## src/core/ocp_pkg.sv

```systemverilog
// Purpose: Shared constants and types for the compare/PWM channel
// Assumes: 16-bit registers on a plain strobe port
// Notes:   Offsets are byte addresses on a 4-bit address
package ocp_pkg;
	// ---------------------------------------------
	// Widths
	// ---------------------------------------------
	localparam int unsigned DW = 16;
	localparam int unsigned AW = 4;

	// ---------------------------------------------
	// Register offsets
	// ---------------------------------------------
	localparam logic [AW-1:0] OFS_SEC   = 4'h0;
	localparam logic [AW-1:0] OFS_MAIN  = 4'h2;
	localparam logic [AW-1:0] OFS_CTRL  = 4'h4;
	localparam logic [AW-1:0] OFS_STAT  = 4'h6;
	localparam logic [AW-1:0] OFS_CLR   = 4'h8;
	localparam logic [AW-1:0] OFS_EN    = 4'hA;

	// ---------------------------------------------
	// Control field positions
	// ---------------------------------------------
	localparam int unsigned CTL_MODE_LO = 0;
	localparam int unsigned CTL_TSEL    = 3;
	localparam int unsigned CTL_FAULT   = 4;
	localparam int unsigned CTL_SIDL    = 13;

	// ---------------------------------------------
	// Status bit positions and reset values
	// ---------------------------------------------
	localparam int unsigned ST_CMP  = 0;
	localparam int unsigned ST_TA   = 1;
	localparam int unsigned ST_TB   = 2;
	localparam int unsigned ST_FLT  = 3;
	localparam int unsigned ST_W    = 4;
	localparam logic [DW-1:0] RST_VAL = 16'h0000;

	// Mode codes of the compare_mode_field
	typedef enum logic [2:0] {
		MODE_OFF,
		MODE_LOW,
		MODE_HIGH,
		MODE_TOGGLE,
		MODE_ONE_PULSE,
		MODE_PULSES,
		MODE_PWM,
		MODE_PWM_FLT
	} ocp_mode_e;

	// One timer as seen by the channel
	typedef struct packed {
		logic [DW-1:0] count;
		logic [DW-1:0] period;
		logic          run;
		logic          sidl;
	} ocp_tmr_s;
endpackage

```

## src/core/ocp_channel.sv

```systemverilog
// Purpose: One output compare channel with pulse and PWM modes
// Assumes: Timers live outside; counts change on core_clk_i edges
// Notes:   Pin is two signals; enable low means high impedance
//
// The address map and the plain strobed port were chosen for this implementation.
`timescale 1ns/1ps

// Summary of operation
// - Modes 001/010/011 drive low, high, toggle
// - Single compare uses main value against count
// - Wrap before match leaves pin alone
// - Modes 100/101 pulse start main, end secondary
// - Writing mode 100 arms exactly one pulse
// - PWM modes: main read-only, duty via secondary
// - Mode 111 fault low tristates, sets fault bit
// - Fault holds until input high and mode rewritten
// - PWM period set by timer period register
// - Period wrap: pin high, latch duty, timer flag
// - Duty zero stays low, above period stays high
// - Sleep holds pin level, resumes on wake
// - Idle runs only when both stop bits clear
// - Non-PWM compare events set sticky flag
// - PWM never sets compare flag, uses timer flag
// - Control bit 3 picks timer, first after reset
module ocp_channel
	import ocp_pkg::*;
(
	// Clock and reset
	input  wire logic          core_clk_i,
	input  wire logic          rst_i,
	// Register port
	input  wire logic [AW-1:0] addr_i,
	input  wire logic [DW-1:0] wdata_i,
	input  wire logic          wr_i,
	input  wire logic          rd_i,
	output logic      [DW-1:0] rdata_o,
	// Timers
	input  wire ocp_tmr_s      timer_a_i,
	input  wire ocp_tmr_s      timer_b_i,
	// Power state
	input  wire logic          sleep_i,
	input  wire logic          idle_i,
	// Fault input, active low
	input  wire logic          fault_n_i,
	// Compare output pin
	output logic               pin_o,
	output logic               pin_oe_o,
	// Events and interrupt
	output logic               tmr_a_flag_set_o,
	output logic               tmr_b_flag_set_o,
	output logic               irq_o
);
	// ---------------------------------------------
	// Helpers
	// ---------------------------------------------
	// True for either PWM code
	function automatic logic is_pwm(input logic [2:0] m);
		is_pwm = (m == MODE_PWM) || (m == MODE_PWM_FLT);
	endfunction

	// New count equal to a compare value
	function automatic logic hit(input logic fresh, input logic [DW-1:0] c, input logic [DW-1:0] v);
		hit = fresh && (c == v);
	endfunction

	// ---------------------------------------------
	// State
	// ---------------------------------------------
	logic [DW-1:0] sec_val;     // Secondary compare value
	logic [DW-1:0] main_val;    // Main compare value
	ocp_mode_e     mode;        // Compare mode field
	logic          tsel;        // Time base select
	logic          sidl;        // Channel stop in idle
	logic          fault;       // Fault status bit
	logic          armed;       // One pulse pending
	logic          pin;         // Pin level
	logic [DW-1:0] prev_a;      // Last count of timer A
	logic [DW-1:0] prev_b;      // Last count of timer B
	logic [ST_W-1:0] stat;      // Sticky event bits
	logic [ST_W-1:0] ien;       // Event enables
	logic [DW-1:0] rdata;       // Read data flop
	logic [DW-1:0] rd_mux;      // Read mux output
	logic          ta_set;      // Timer A flag pulse
	logic          tb_set;      // Timer B flag pulse

	// ---------------------------------------------
	// Decode
	// ---------------------------------------------
	wire wr_sec  = wr_i && (addr_i == OFS_SEC);
	wire wr_main = wr_i && (addr_i == OFS_MAIN);
	wire wr_ctrl = wr_i && (addr_i == OFS_CTRL);
	wire wr_clr  = wr_i && (addr_i == OFS_CLR);
	wire wr_en   = wr_i && (addr_i == OFS_EN);
	wire [2:0] wmode = wdata_i[CTL_MODE_LO +: 3];

	wire ocp_tmr_s tm = tsel ? timer_b_i : timer_a_i;
	wire [DW-1:0] prev = tsel ? prev_b : prev_a;

	// A count that moved since the last edge
	wire fresh = (tm.count != prev);
	wire wrap  = fresh && (prev == tm.period);

	wire run_ok = !sleep_i && (!idle_i || (!sidl && tm.run && !tm.sidl));

	wire m_main = run_ok && hit(fresh, tm.count, main_val);
	wire m_sec  = run_ok && hit(fresh, tm.count, sec_val);
	wire pwm    = is_pwm(mode);

	wire cmp_evt = run_ok && !pwm && (mode != MODE_OFF)
	               && (m_main || (m_sec && (mode == MODE_ONE_PULSE || mode == MODE_PULSES)));
	wire per_evt = run_ok && pwm && wrap;

	// fault sampled only in mode 111
	wire flt_set = (mode == MODE_PWM_FLT) && !fault_n_i;
	// clear needs input high and PWM rewrite
	wire flt_clr = wr_ctrl && is_pwm(wmode) && fault_n_i;

	wire [ST_W-1:0] ev = {flt_set, per_evt && tsel, per_evt && !tsel, cmp_evt};

	// ---------------------------------------------
	// Next pin level
	// ---------------------------------------------
	logic next_pin;
	logic next_armed;
	always_comb
	begin
		next_pin   = pin;
		next_armed = armed;
		if (!run_ok)
		begin
			next_pin = pin;
		end
		else
		begin
			case (mode)
				MODE_OFF:
					next_pin = 1'b0;
				MODE_LOW:
					if (m_main) next_pin = 1'b0;
				MODE_HIGH:
					if (m_main) next_pin = 1'b1;
				MODE_TOGGLE:
					if (m_main) next_pin = !pin;
				MODE_ONE_PULSE:
				begin
					if (armed && m_main)
						next_pin = 1'b1;
					else if (armed && pin && m_sec)
					begin
						next_pin   = 1'b0;
						next_armed = 1'b0;
					end
				end
				MODE_PULSES:
				begin
					if (m_main)
						next_pin = 1'b1;
					else if (m_sec)
						next_pin = 1'b0;
				end
				MODE_PWM, MODE_PWM_FLT:
				begin
					if (wrap)
						next_pin = (sec_val != 16'h0000);
					else if (m_main)
						next_pin = 1'b0;
				end
				default:
					next_pin = 1'b0;
			endcase
		end
		// A fresh arm beats a pulse ending in the same cycle
		if (wr_ctrl && wmode == MODE_ONE_PULSE)
			next_armed = 1'b1;
	end

	// ---------------------------------------------
	// Registers written by software
	// ---------------------------------------------
	always_ff @(posedge core_clk_i)
	begin
		if (rst_i)
		begin
			sec_val <= RST_VAL;
			mode    <= MODE_OFF;
			tsel    <= 1'b0;
			sidl    <= 1'b0;
			ien     <= '0;
		end
		else
		begin
			if (wr_sec)
				sec_val <= wdata_i;
			if (wr_ctrl)
			begin
				mode <= ocp_mode_e'(wmode);
				tsel <= wdata_i[CTL_TSEL];
				sidl <= wdata_i[CTL_SIDL];
			end
			if (wr_en)
				ien <= wdata_i[ST_W-1:0];
		end
	end

	// Main value: software write, or duty latch at wrap
	always_ff @(posedge core_clk_i)
	begin
		if (rst_i)
			main_val <= RST_VAL;
		else if (per_evt)
			main_val <= sec_val;
		else if (wr_main && !pwm)
			main_val <= wdata_i;
	end

	// ---------------------------------------------
	// Channel state
	// ---------------------------------------------
	always_ff @(posedge core_clk_i)
	begin
		if (rst_i)
		begin
			pin    <= 1'b0;
			armed  <= 1'b0;
			fault  <= 1'b0;
			prev_a <= RST_VAL;
			prev_b <= RST_VAL;
		end
		else
		begin
			pin    <= next_pin;
			armed  <= next_armed;
			prev_a <= timer_a_i.count;
			prev_b <= timer_b_i.count;
			if (flt_set)
				fault <= 1'b1;
			else if (flt_clr)
				fault <= 1'b0;
		end
	end

	// ---------------------------------------------
	// Interrupt status
	// ---------------------------------------------
	// Sticky bits: an event in the clear cycle survives
	always_ff @(posedge core_clk_i)
	begin
		if (rst_i)
			stat <= '0;
		else if (wr_clr)
			stat <= (stat & ~wdata_i[ST_W-1:0]) | ev;
		else
			stat <= stat | ev;
	end

	// Timer flag pulses and read data
	always_ff @(posedge core_clk_i)
	begin
		if (rst_i)
		begin
			ta_set <= 1'b0;
			tb_set <= 1'b0;
			rdata  <= RST_VAL;
		end
		else
		begin
			ta_set <= per_evt && !tsel;
			tb_set <= per_evt && tsel;
			rdata  <= rd_i ? rd_mux : RST_VAL;
		end
	end

	// ---------------------------------------------
	// Read mux
	// ---------------------------------------------
	logic [DW-1:0] ctl_word;
	always_comb
	begin
		ctl_word = RST_VAL;
		ctl_word[CTL_MODE_LO +: 3] = mode;
		ctl_word[CTL_TSEL]  = tsel;
		ctl_word[CTL_FAULT] = fault;
		ctl_word[CTL_SIDL]  = sidl;
		case (addr_i)
			OFS_SEC:  rd_mux = sec_val;
			OFS_MAIN: rd_mux = main_val;
			OFS_CTRL: rd_mux = ctl_word;
			OFS_STAT: rd_mux = {{(DW-ST_W){1'b0}}, stat};
			OFS_EN:   rd_mux = {{(DW-ST_W){1'b0}}, ien};
			// Clear register and holes read zero
			default:  rd_mux = RST_VAL;
		endcase
	end

	// ---------------------------------------------
	// Outputs
	// ---------------------------------------------
	assign rdata_o          = rdata;
	assign pin_o            = pin;
	assign pin_oe_o         = !fault;
	assign tmr_a_flag_set_o = ta_set;
	assign tmr_b_flag_set_o = tb_set;
	// level while an enabled bit is set
	assign irq_o            = |(stat & ien);
endmodule

```

## config.mk

```make
export PLATFORM = sky130hd
export DESIGN_NAME = ocp_channel
export DESIGN_NICKNAME = d
export VERILOG_FILES = /design/src/core/ocp_pkg.sv /design/src/core/ocp_channel.sv
export SDC_FILE = /design/constraint.sdc
export NUM_CORES = 1
export LEC_CHECK = 0
export BUFFER_PORTS_ARGS = -buffer_cell sky130_fd_sc_hd__buf_2
export CAP_MARGIN = 10
export CORE_UTILIZATION = 54
export CTS_CLUSTER_SIZE = 12
export DETAILED_ROUTE_END_ITERATION = 12
export MAX_ROUTING_LAYER = met4
export PLACE_DENSITY = 0.83
export SLEW_MARGIN = 5
export SYNTH_ARGS = -nofsm -noshare
export SYNTH_HDL_FRONTEND = slang
export SYNTH_SLANG_ARGS = --single-unit
```

## constraint.sdc

```tcl
create_clock -name core_clk_i -period 3.35 [get_ports core_clk_i]
set_input_delay 0.5025 -clock core_clk_i [delete_from_list [all_inputs] [get_ports core_clk_i]]
set_output_delay 0.5025 -clock core_clk_i [all_outputs]
set_load 0.01 [all_outputs]
```

# --- Yosys cells after proc, flatten, opt, wreduce, memory -nomap -nowiden ---
# Index checks and enable logic that the tools add are counted.
classes:
  muxes: 21
  n_reduce_logical: 57
  bitwise: 6
  n_eq_ne: 24
ops:
  columns: ["cell", "n"]
  rows:
  - ["one-hot mux 16 bit (5 select lines)", 1]
  - ["equality test 16 bit", 3]
  - ["2-to-1 mux 16 bit", 3]
  - ["2-to-1 mux 34 bit", 1]
  - ["logical AND 1 bit", 29]
  - ["equality test 3 bit (second input constant)", 7]
  - ["inequality test 16 bit", 1]
  - ["nonzero test 16 bit", 1]
  - ["2-to-1 mux 1 bit", 14]
  - ["nonzero test 2 bit", 5]
  - ["logical NOT 1 bit", 9]
  - ["bitwise AND 4 bit", 2]
  - ["equality test 4 x 3 -> 1 bit (second input constant)", 2]
  - ["equality test 4 bit (second input constant)", 2]
  - ["bitwise OR 4 bit", 2]
  - ["one-hot mux 1 bit (7 select lines)", 1]
  - ["equality test 3 x 2 -> 1 bit (second input constant)", 2]
  - ["logical OR 1 bit", 5]
  - ["AND reduction 5 bit", 1]
  - ["equality test 4 x 2 -> 1 bit (second input constant)", 1]
  - ["logical NOT 4 bit", 1]
  - ["2-to-1 mux 4 bit", 1]
  - ["inequality test 2 bit (second input constant)", 2]
  - ["inverter 4 bit", 1]
  - ["other kinds (10)", 11]
totals:
  regBits: 98
  output_inout_bits: 21
  input_bits: 95

# --- Depth between registers and ports, before layout ---
logic_depth:
  depth_word: 12
  depth_mapped: 11
  depth_no_buf: 8

# --- Least setup slack after synthesis ---
# Ideal clock, no wire load.
synth_timing:
  path_type: "in2reg"
  startpoint: "input timer_b_i[19] (netlist name)"
  endpoint: "register armed"
  required_ns: 3.218
  path_buffers: 0
  cell_stages: 8
  setup_ns: 0.132
  arrival_time_ns: 2.344
  slack_ns: 0.874
  cell_sequence: "xnor2_1 nand3_1 or4_4 a21oi_4 nor3_4 or4b_1 o41ai_2 a21oi_1"
synth_between:
  elab_chain_len: 7
synth_rtl:
  columns: ["item", "line_no", "source"]
  rows:
  - ["start: declaration", "ocp_channel.sv:39", "input wire ocp_tmr_s timer_b_i,"]
  - ["2-to-1 mux 34 bit (*)", "ocp_channel.sv:96", "wire ocp_tmr_s tm = tsel ? timer_b_i : timer_a_i;"]
  - ["inequality test 16 bit or equality test 16 bit (tied branches)", "ocp_channel.sv:100, ocp_channel.sv:63", null]
  - ["logical AND 1 bit", "ocp_channel.sv:63", "hit = fresh && (c == v);"]
  - ["logical AND 1 bit, on equally long branches", "ocp_channel.sv:105, ocp_channel.sv:106", null]
  - ["logical AND 1 bit, on equally long branches", "ocp_channel.sv:146, ocp_channel.sv:148", null]
  - ["inequality test 2 x 1 -> 1 bit (no source line) or nonzero test 2 bit (tied branches)", null, null]
  - ["AND reduction 4 bit (no source line) (*)", null, null]
  - ["end signal: assignment", "ocp_channel.sv:232", "armed <= next_armed;"]
  - ["end: declaration", "ocp_channel.sv:75", "logic armed;"]
# Mark *: on every way between the ends. The rest lies on a longest branch, timed or not.
# A chain may end at the register's enable or synchronous reset.

# --- Worst setup path in the final report ---
layout_timing:
  startpoint: "register tsel"
  endpoint: "register armed"
layout_between:
  elab_chain_len: 9
layout_rtl:
  columns: ["item", "line_no", "source"]
  rows:
  - ["start: declaration", "ocp_channel.sv:72", "logic tsel;"]
  - ["start signal: assignment", "ocp_channel.sv:197", "tsel <= wdata_i[CTL_TSEL];"]
  - ["branches (longest 8 deep; another with 2-to-1 mux 34 bit)", null, null]
  - ["AND reduction 4 bit (no source line) (*)", null, null]
# Mark *: on every way between the ends.

==> summary by stage <==
Status
The flow ran to the end, and the final reports show no timing, DRC or antenna violations.

Clock network
The number of gates resized after CTS was 0. In this run the deepest clock path goes through 2 buffers. The count of hold buffers inserted by post-cts repair is 0. The insertion delay of the later-clocked pin in the worst-skew pair is 0.36 ns. TritonCTS built the clock tree. The count of buffers added by post-CTS timing repair for setup is 0.

The number of H-tree levels is 3. The sink count of the clock tree is 98. Buffers inserted during clock tree synthesis total 9. The cell chosen for the clock root is sky130_fd_sc_hd__clkbuf_8. The register clock-pin slew on the reported worst setup and hold paths is 0.10 ns.

STA
The slew at the pin closest to its max-slew limit is 0.985 ns. Timing would allow up to 0.347 GHz. The setup-violating endpoint count in the final report is 0. Setup repair after global routing left no endpoint under its margin. Adding up every negative setup slack in the final design gives 0 ns. In the finished design, the share of the clock period the worst path needs comes to 0.859.

Clock skew on the completed layout was measured at 0.0112 ns. Headroom to the max-slew limit came out at 0.342. The count of endpoints failing hold in the final timing report is 0. The total count of max-transition violations in the final report is 0. The final setup slack of the worst path is 0.471 ns. For the finished layout, the period the worst path requires is 2.88 ns.

Setup path
The critical path in this run is classified as reg -> reg. The data arrival time of the critical path is 3.09 ns. The required time at the endpoint of the critical path is 3.56 ns. The type of destination of the critical path is a flop. The worst setup path is launched from a flop. The maximum net fanout on the critical path is 24.

Logic synthesis
Among all flip-flop cells after synthesis, the most frequent one is sky130_fd_sc_hd__dfxtp_1. In the synthesized netlist, the number of instances is 555. Synthesis produced a netlist with a net count of 650. A synthesized cell averages 8.74 µm². The synthesized netlist occupies a cell area of 4850 µm². The Yosys step of the flow raised 0 warnings. The number of distinct library cells after synthesis is 39. In this run, synthesis inferred 0 flip-flops with an integrated enable. Synthesis inferred 98 register bits. The sequential fraction of the synthesis area is 0.404. In the synthesized netlist the async set-or-reset flop fraction comes to 0.

Route
The total routed wire length on the met1 layer is 5830 µm. The number of routed nets with antenna violations is 0. The routed design has 13,700 µm of wire. The routed wire length on met2 is 6500 µm.

Using the TritonRoute via totals, the vias-per-cell ratio works out to 5.78. In this run, the number of DRC markers left after iteration 0 of detailed routing was 343. For this run, design rule violations remaining after detail routing come to 0. For this block, the via count after detailed routing is 4,486. The total iterations of the first detailed-routing run is 7. The wire length on met3 is 1020 µm. Dividing the detail-routed wire length by the instance count gives 17.6 µm. The highest metal layer with signal wires is met4.

Global routing
The maximum number of pins on one net before global-route repair is 83. The global-route usage over all layers is 0.304. The number of global-route vias before repair was 4,438. The residual overflow from global routing is 0.

The first global-routing pass estimated 22,100 µm of wire. The number of antenna violations at the first check in global routing is 0.

Power and ir drop
Of the total power, the share spent switching nets is 0.270. The internal portion of total power is 0.00160 W. The power density normalized to cell area is 385 nW/µm². Of the total power, the clock network draws 0.311.

The switching power is 0.000593 W. Summed over all cells, the static leakage comes to 2.00 nW. The share of total power dissipated in sequential elements is 0.556. The maximum resistive drop on vdd is 182 µV. The combinational power share is 0.133.

Placement
After detailed placement, the total cell area comes to 5530 µm². The HPWL after detailed placement is 10,400 µm. The cell total after placement is 760. Before CTS, the worst setup slack after placement is 0.459 ns. The placer's final routability congestion estimate is 0.910. During placement, the flow inserted port buffers numbering 115.

Hold path
The worst hold path belongs to the class in -> reg.

Cells and area
The area overhead of the layout relative to synthesis is 17.6%. The top cell types in the final layout, fill and taps aside, are sky130_fd_sc_hd__buf_2 (115), sky130_fd_sc_hd__dfxtp_1 (98), sky130_fd_sc_hd__nand2_1 (77). The summed area of non-filler cells in the final layout is 5700 µm². The leading cell type in the layout, fill and taps excluded is sky130_fd_sc_hd__buf_2. The number of fillers in the final layout is 728. The number of nets in the final layout is 758. The share of layout cells above drive strength 1 is 0.222. Once layout is complete, the utilization of the core stands at 0.654. Once layout is complete, the cells apart from fillers number 776. The diode insertion count for antenna repair is 0.

Floorplanning
The floorplan has 34 rows. The initial utilization of the core area, before any placement, comes to 0.556. From left edge to right edge, the die measures 96.8 µm. The die covers 9370 µm².

116 I/O pins were placed. The core area is 8720 µm². Measured along the y axis, the die boundary spans 96.8 µm.

Run
The max-cap check violation count is 0.
-- through the flow --
step           hold WS, ns  power [W]
2_1_floorplan        0.445    0.00141
3_3_place_gp         0.458    0.00153
3_5_place_dp         0.467    0.00154
4_1_cts              0.380    0.00220
5_1_grt              0.378    0.00228
6_report             0.386    0.00220
-- cell usage after synthesis (13+ instances only) --
cell                       number  area, µm²
sky130_fd_sc_hd__a21oi_1       50        250
sky130_fd_sc_hd__a22oi_1       39        293
sky130_fd_sc_hd__clkbuf_1      22       82.6
sky130_fd_sc_hd__dfxtp_1       98       1960
sky130_fd_sc_hd__mux2i_1       14        140
sky130_fd_sc_hd__nand2_1       77        289
sky130_fd_sc_hd__nand4_1       13       81.3
sky130_fd_sc_hd__nor2_1        23       86.3
sky130_fd_sc_hd__nor2b_1       33        206
sky130_fd_sc_hd__nor4_1        21        131
sky130_fd_sc_hd__xnor2_1       76        666
sky130_fd_sc_hd__xor2_1        20        175
-- worst max-delay path, stage by stage (launching register included) --
cell                      delay (ns)
sky130_fd_sc_hd__dfxtp_1        0.49
sky130_fd_sc_hd__buf_12         0.24
sky130_fd_sc_hd__mux2i_1        0.40
sky130_fd_sc_hd__xnor2_1        0.14
sky130_fd_sc_hd__nor4_1         0.29
sky130_fd_sc_hd__nand4_1        0.25
sky130_fd_sc_hd__or4b_1         0.57
sky130_fd_sc_hd__o41ai_2        0.24
sky130_fd_sc_hd__a21oi_1        0.10
-- kinds of logic after synthesis --
logic type,after synthesis,synth area share
AOI/OAI and AO/OA,110,0.145
xor gates and xnor gates,96,0.173
buffers and inverters,32,0.0284
DFF,98,0.404
muxes,18,0.0402
and+or+nand+nor,201,0.209
-- final timing paths --
check,startpoint,end,slack (ns),cells after the start
setup reg to reg,tsel$_SDFFE_PP0P_,armed$_SDFFE_PP0P_,0.47,8
setup / recovery,tsel$_SDFFE_PP0P_,armed$_SDFFE_PP0P_,0.47,8
hold / removal,wdata_i[8],sec_val[8]$_SDFFE_PP0P_,0.39,3
hold reg to reg,stat[1]$_SDFF_PP0_,stat[1]$_SDFF_PP0_,0.48,2
-- state kept, by name, summed over array words and instances, names as in the netlist --
signal            flops
armed                 1
fault                 1
ien                   4
main_val             16
mode                  3
pin_o                 1
prev_a               16
prev_b               16
rdata_o              16
sec_val              16
sidl                  1
stat                  4
tmr_a_flag_set_o      1
tmr_b_flag_set_o      1
tsel                  1
-- layer usage --
layer	vias to the layer above	GRT usage
met1	2060	0.393
met2	247	0.492
met4	0	0.108
met3	28	0.0397
met5	-	-
li1	2151	-
-- power by group through the flow --
stage,sequential (W),clock (W),combinational (W)
2_1_floorplan,0.00124,0,0.000167
3_3_place_gp,0.00125,0,0.000281
3_5_place_dp,0.00125,0,0.000291
4_1_cts,0.00122,0.000686,0.000292
5_1_grt,0.00122,0.000736,0.000319
6_report,0.00122,0.000682,0.000293
-- final cells by class --
class                      count  area, µm²  area share
clock inverter                 6       43.8     0.00768
tap                          108        135      0.0237
sequential                    98       1960       0.344
timing repair buffer         123        648       0.114
inverter                       6       22.5     0.00395
clock buffer                  10        128      0.0224
multi-input combinational    425       2770       0.485
Note: power is estimated with default switching activity, not from simulation.
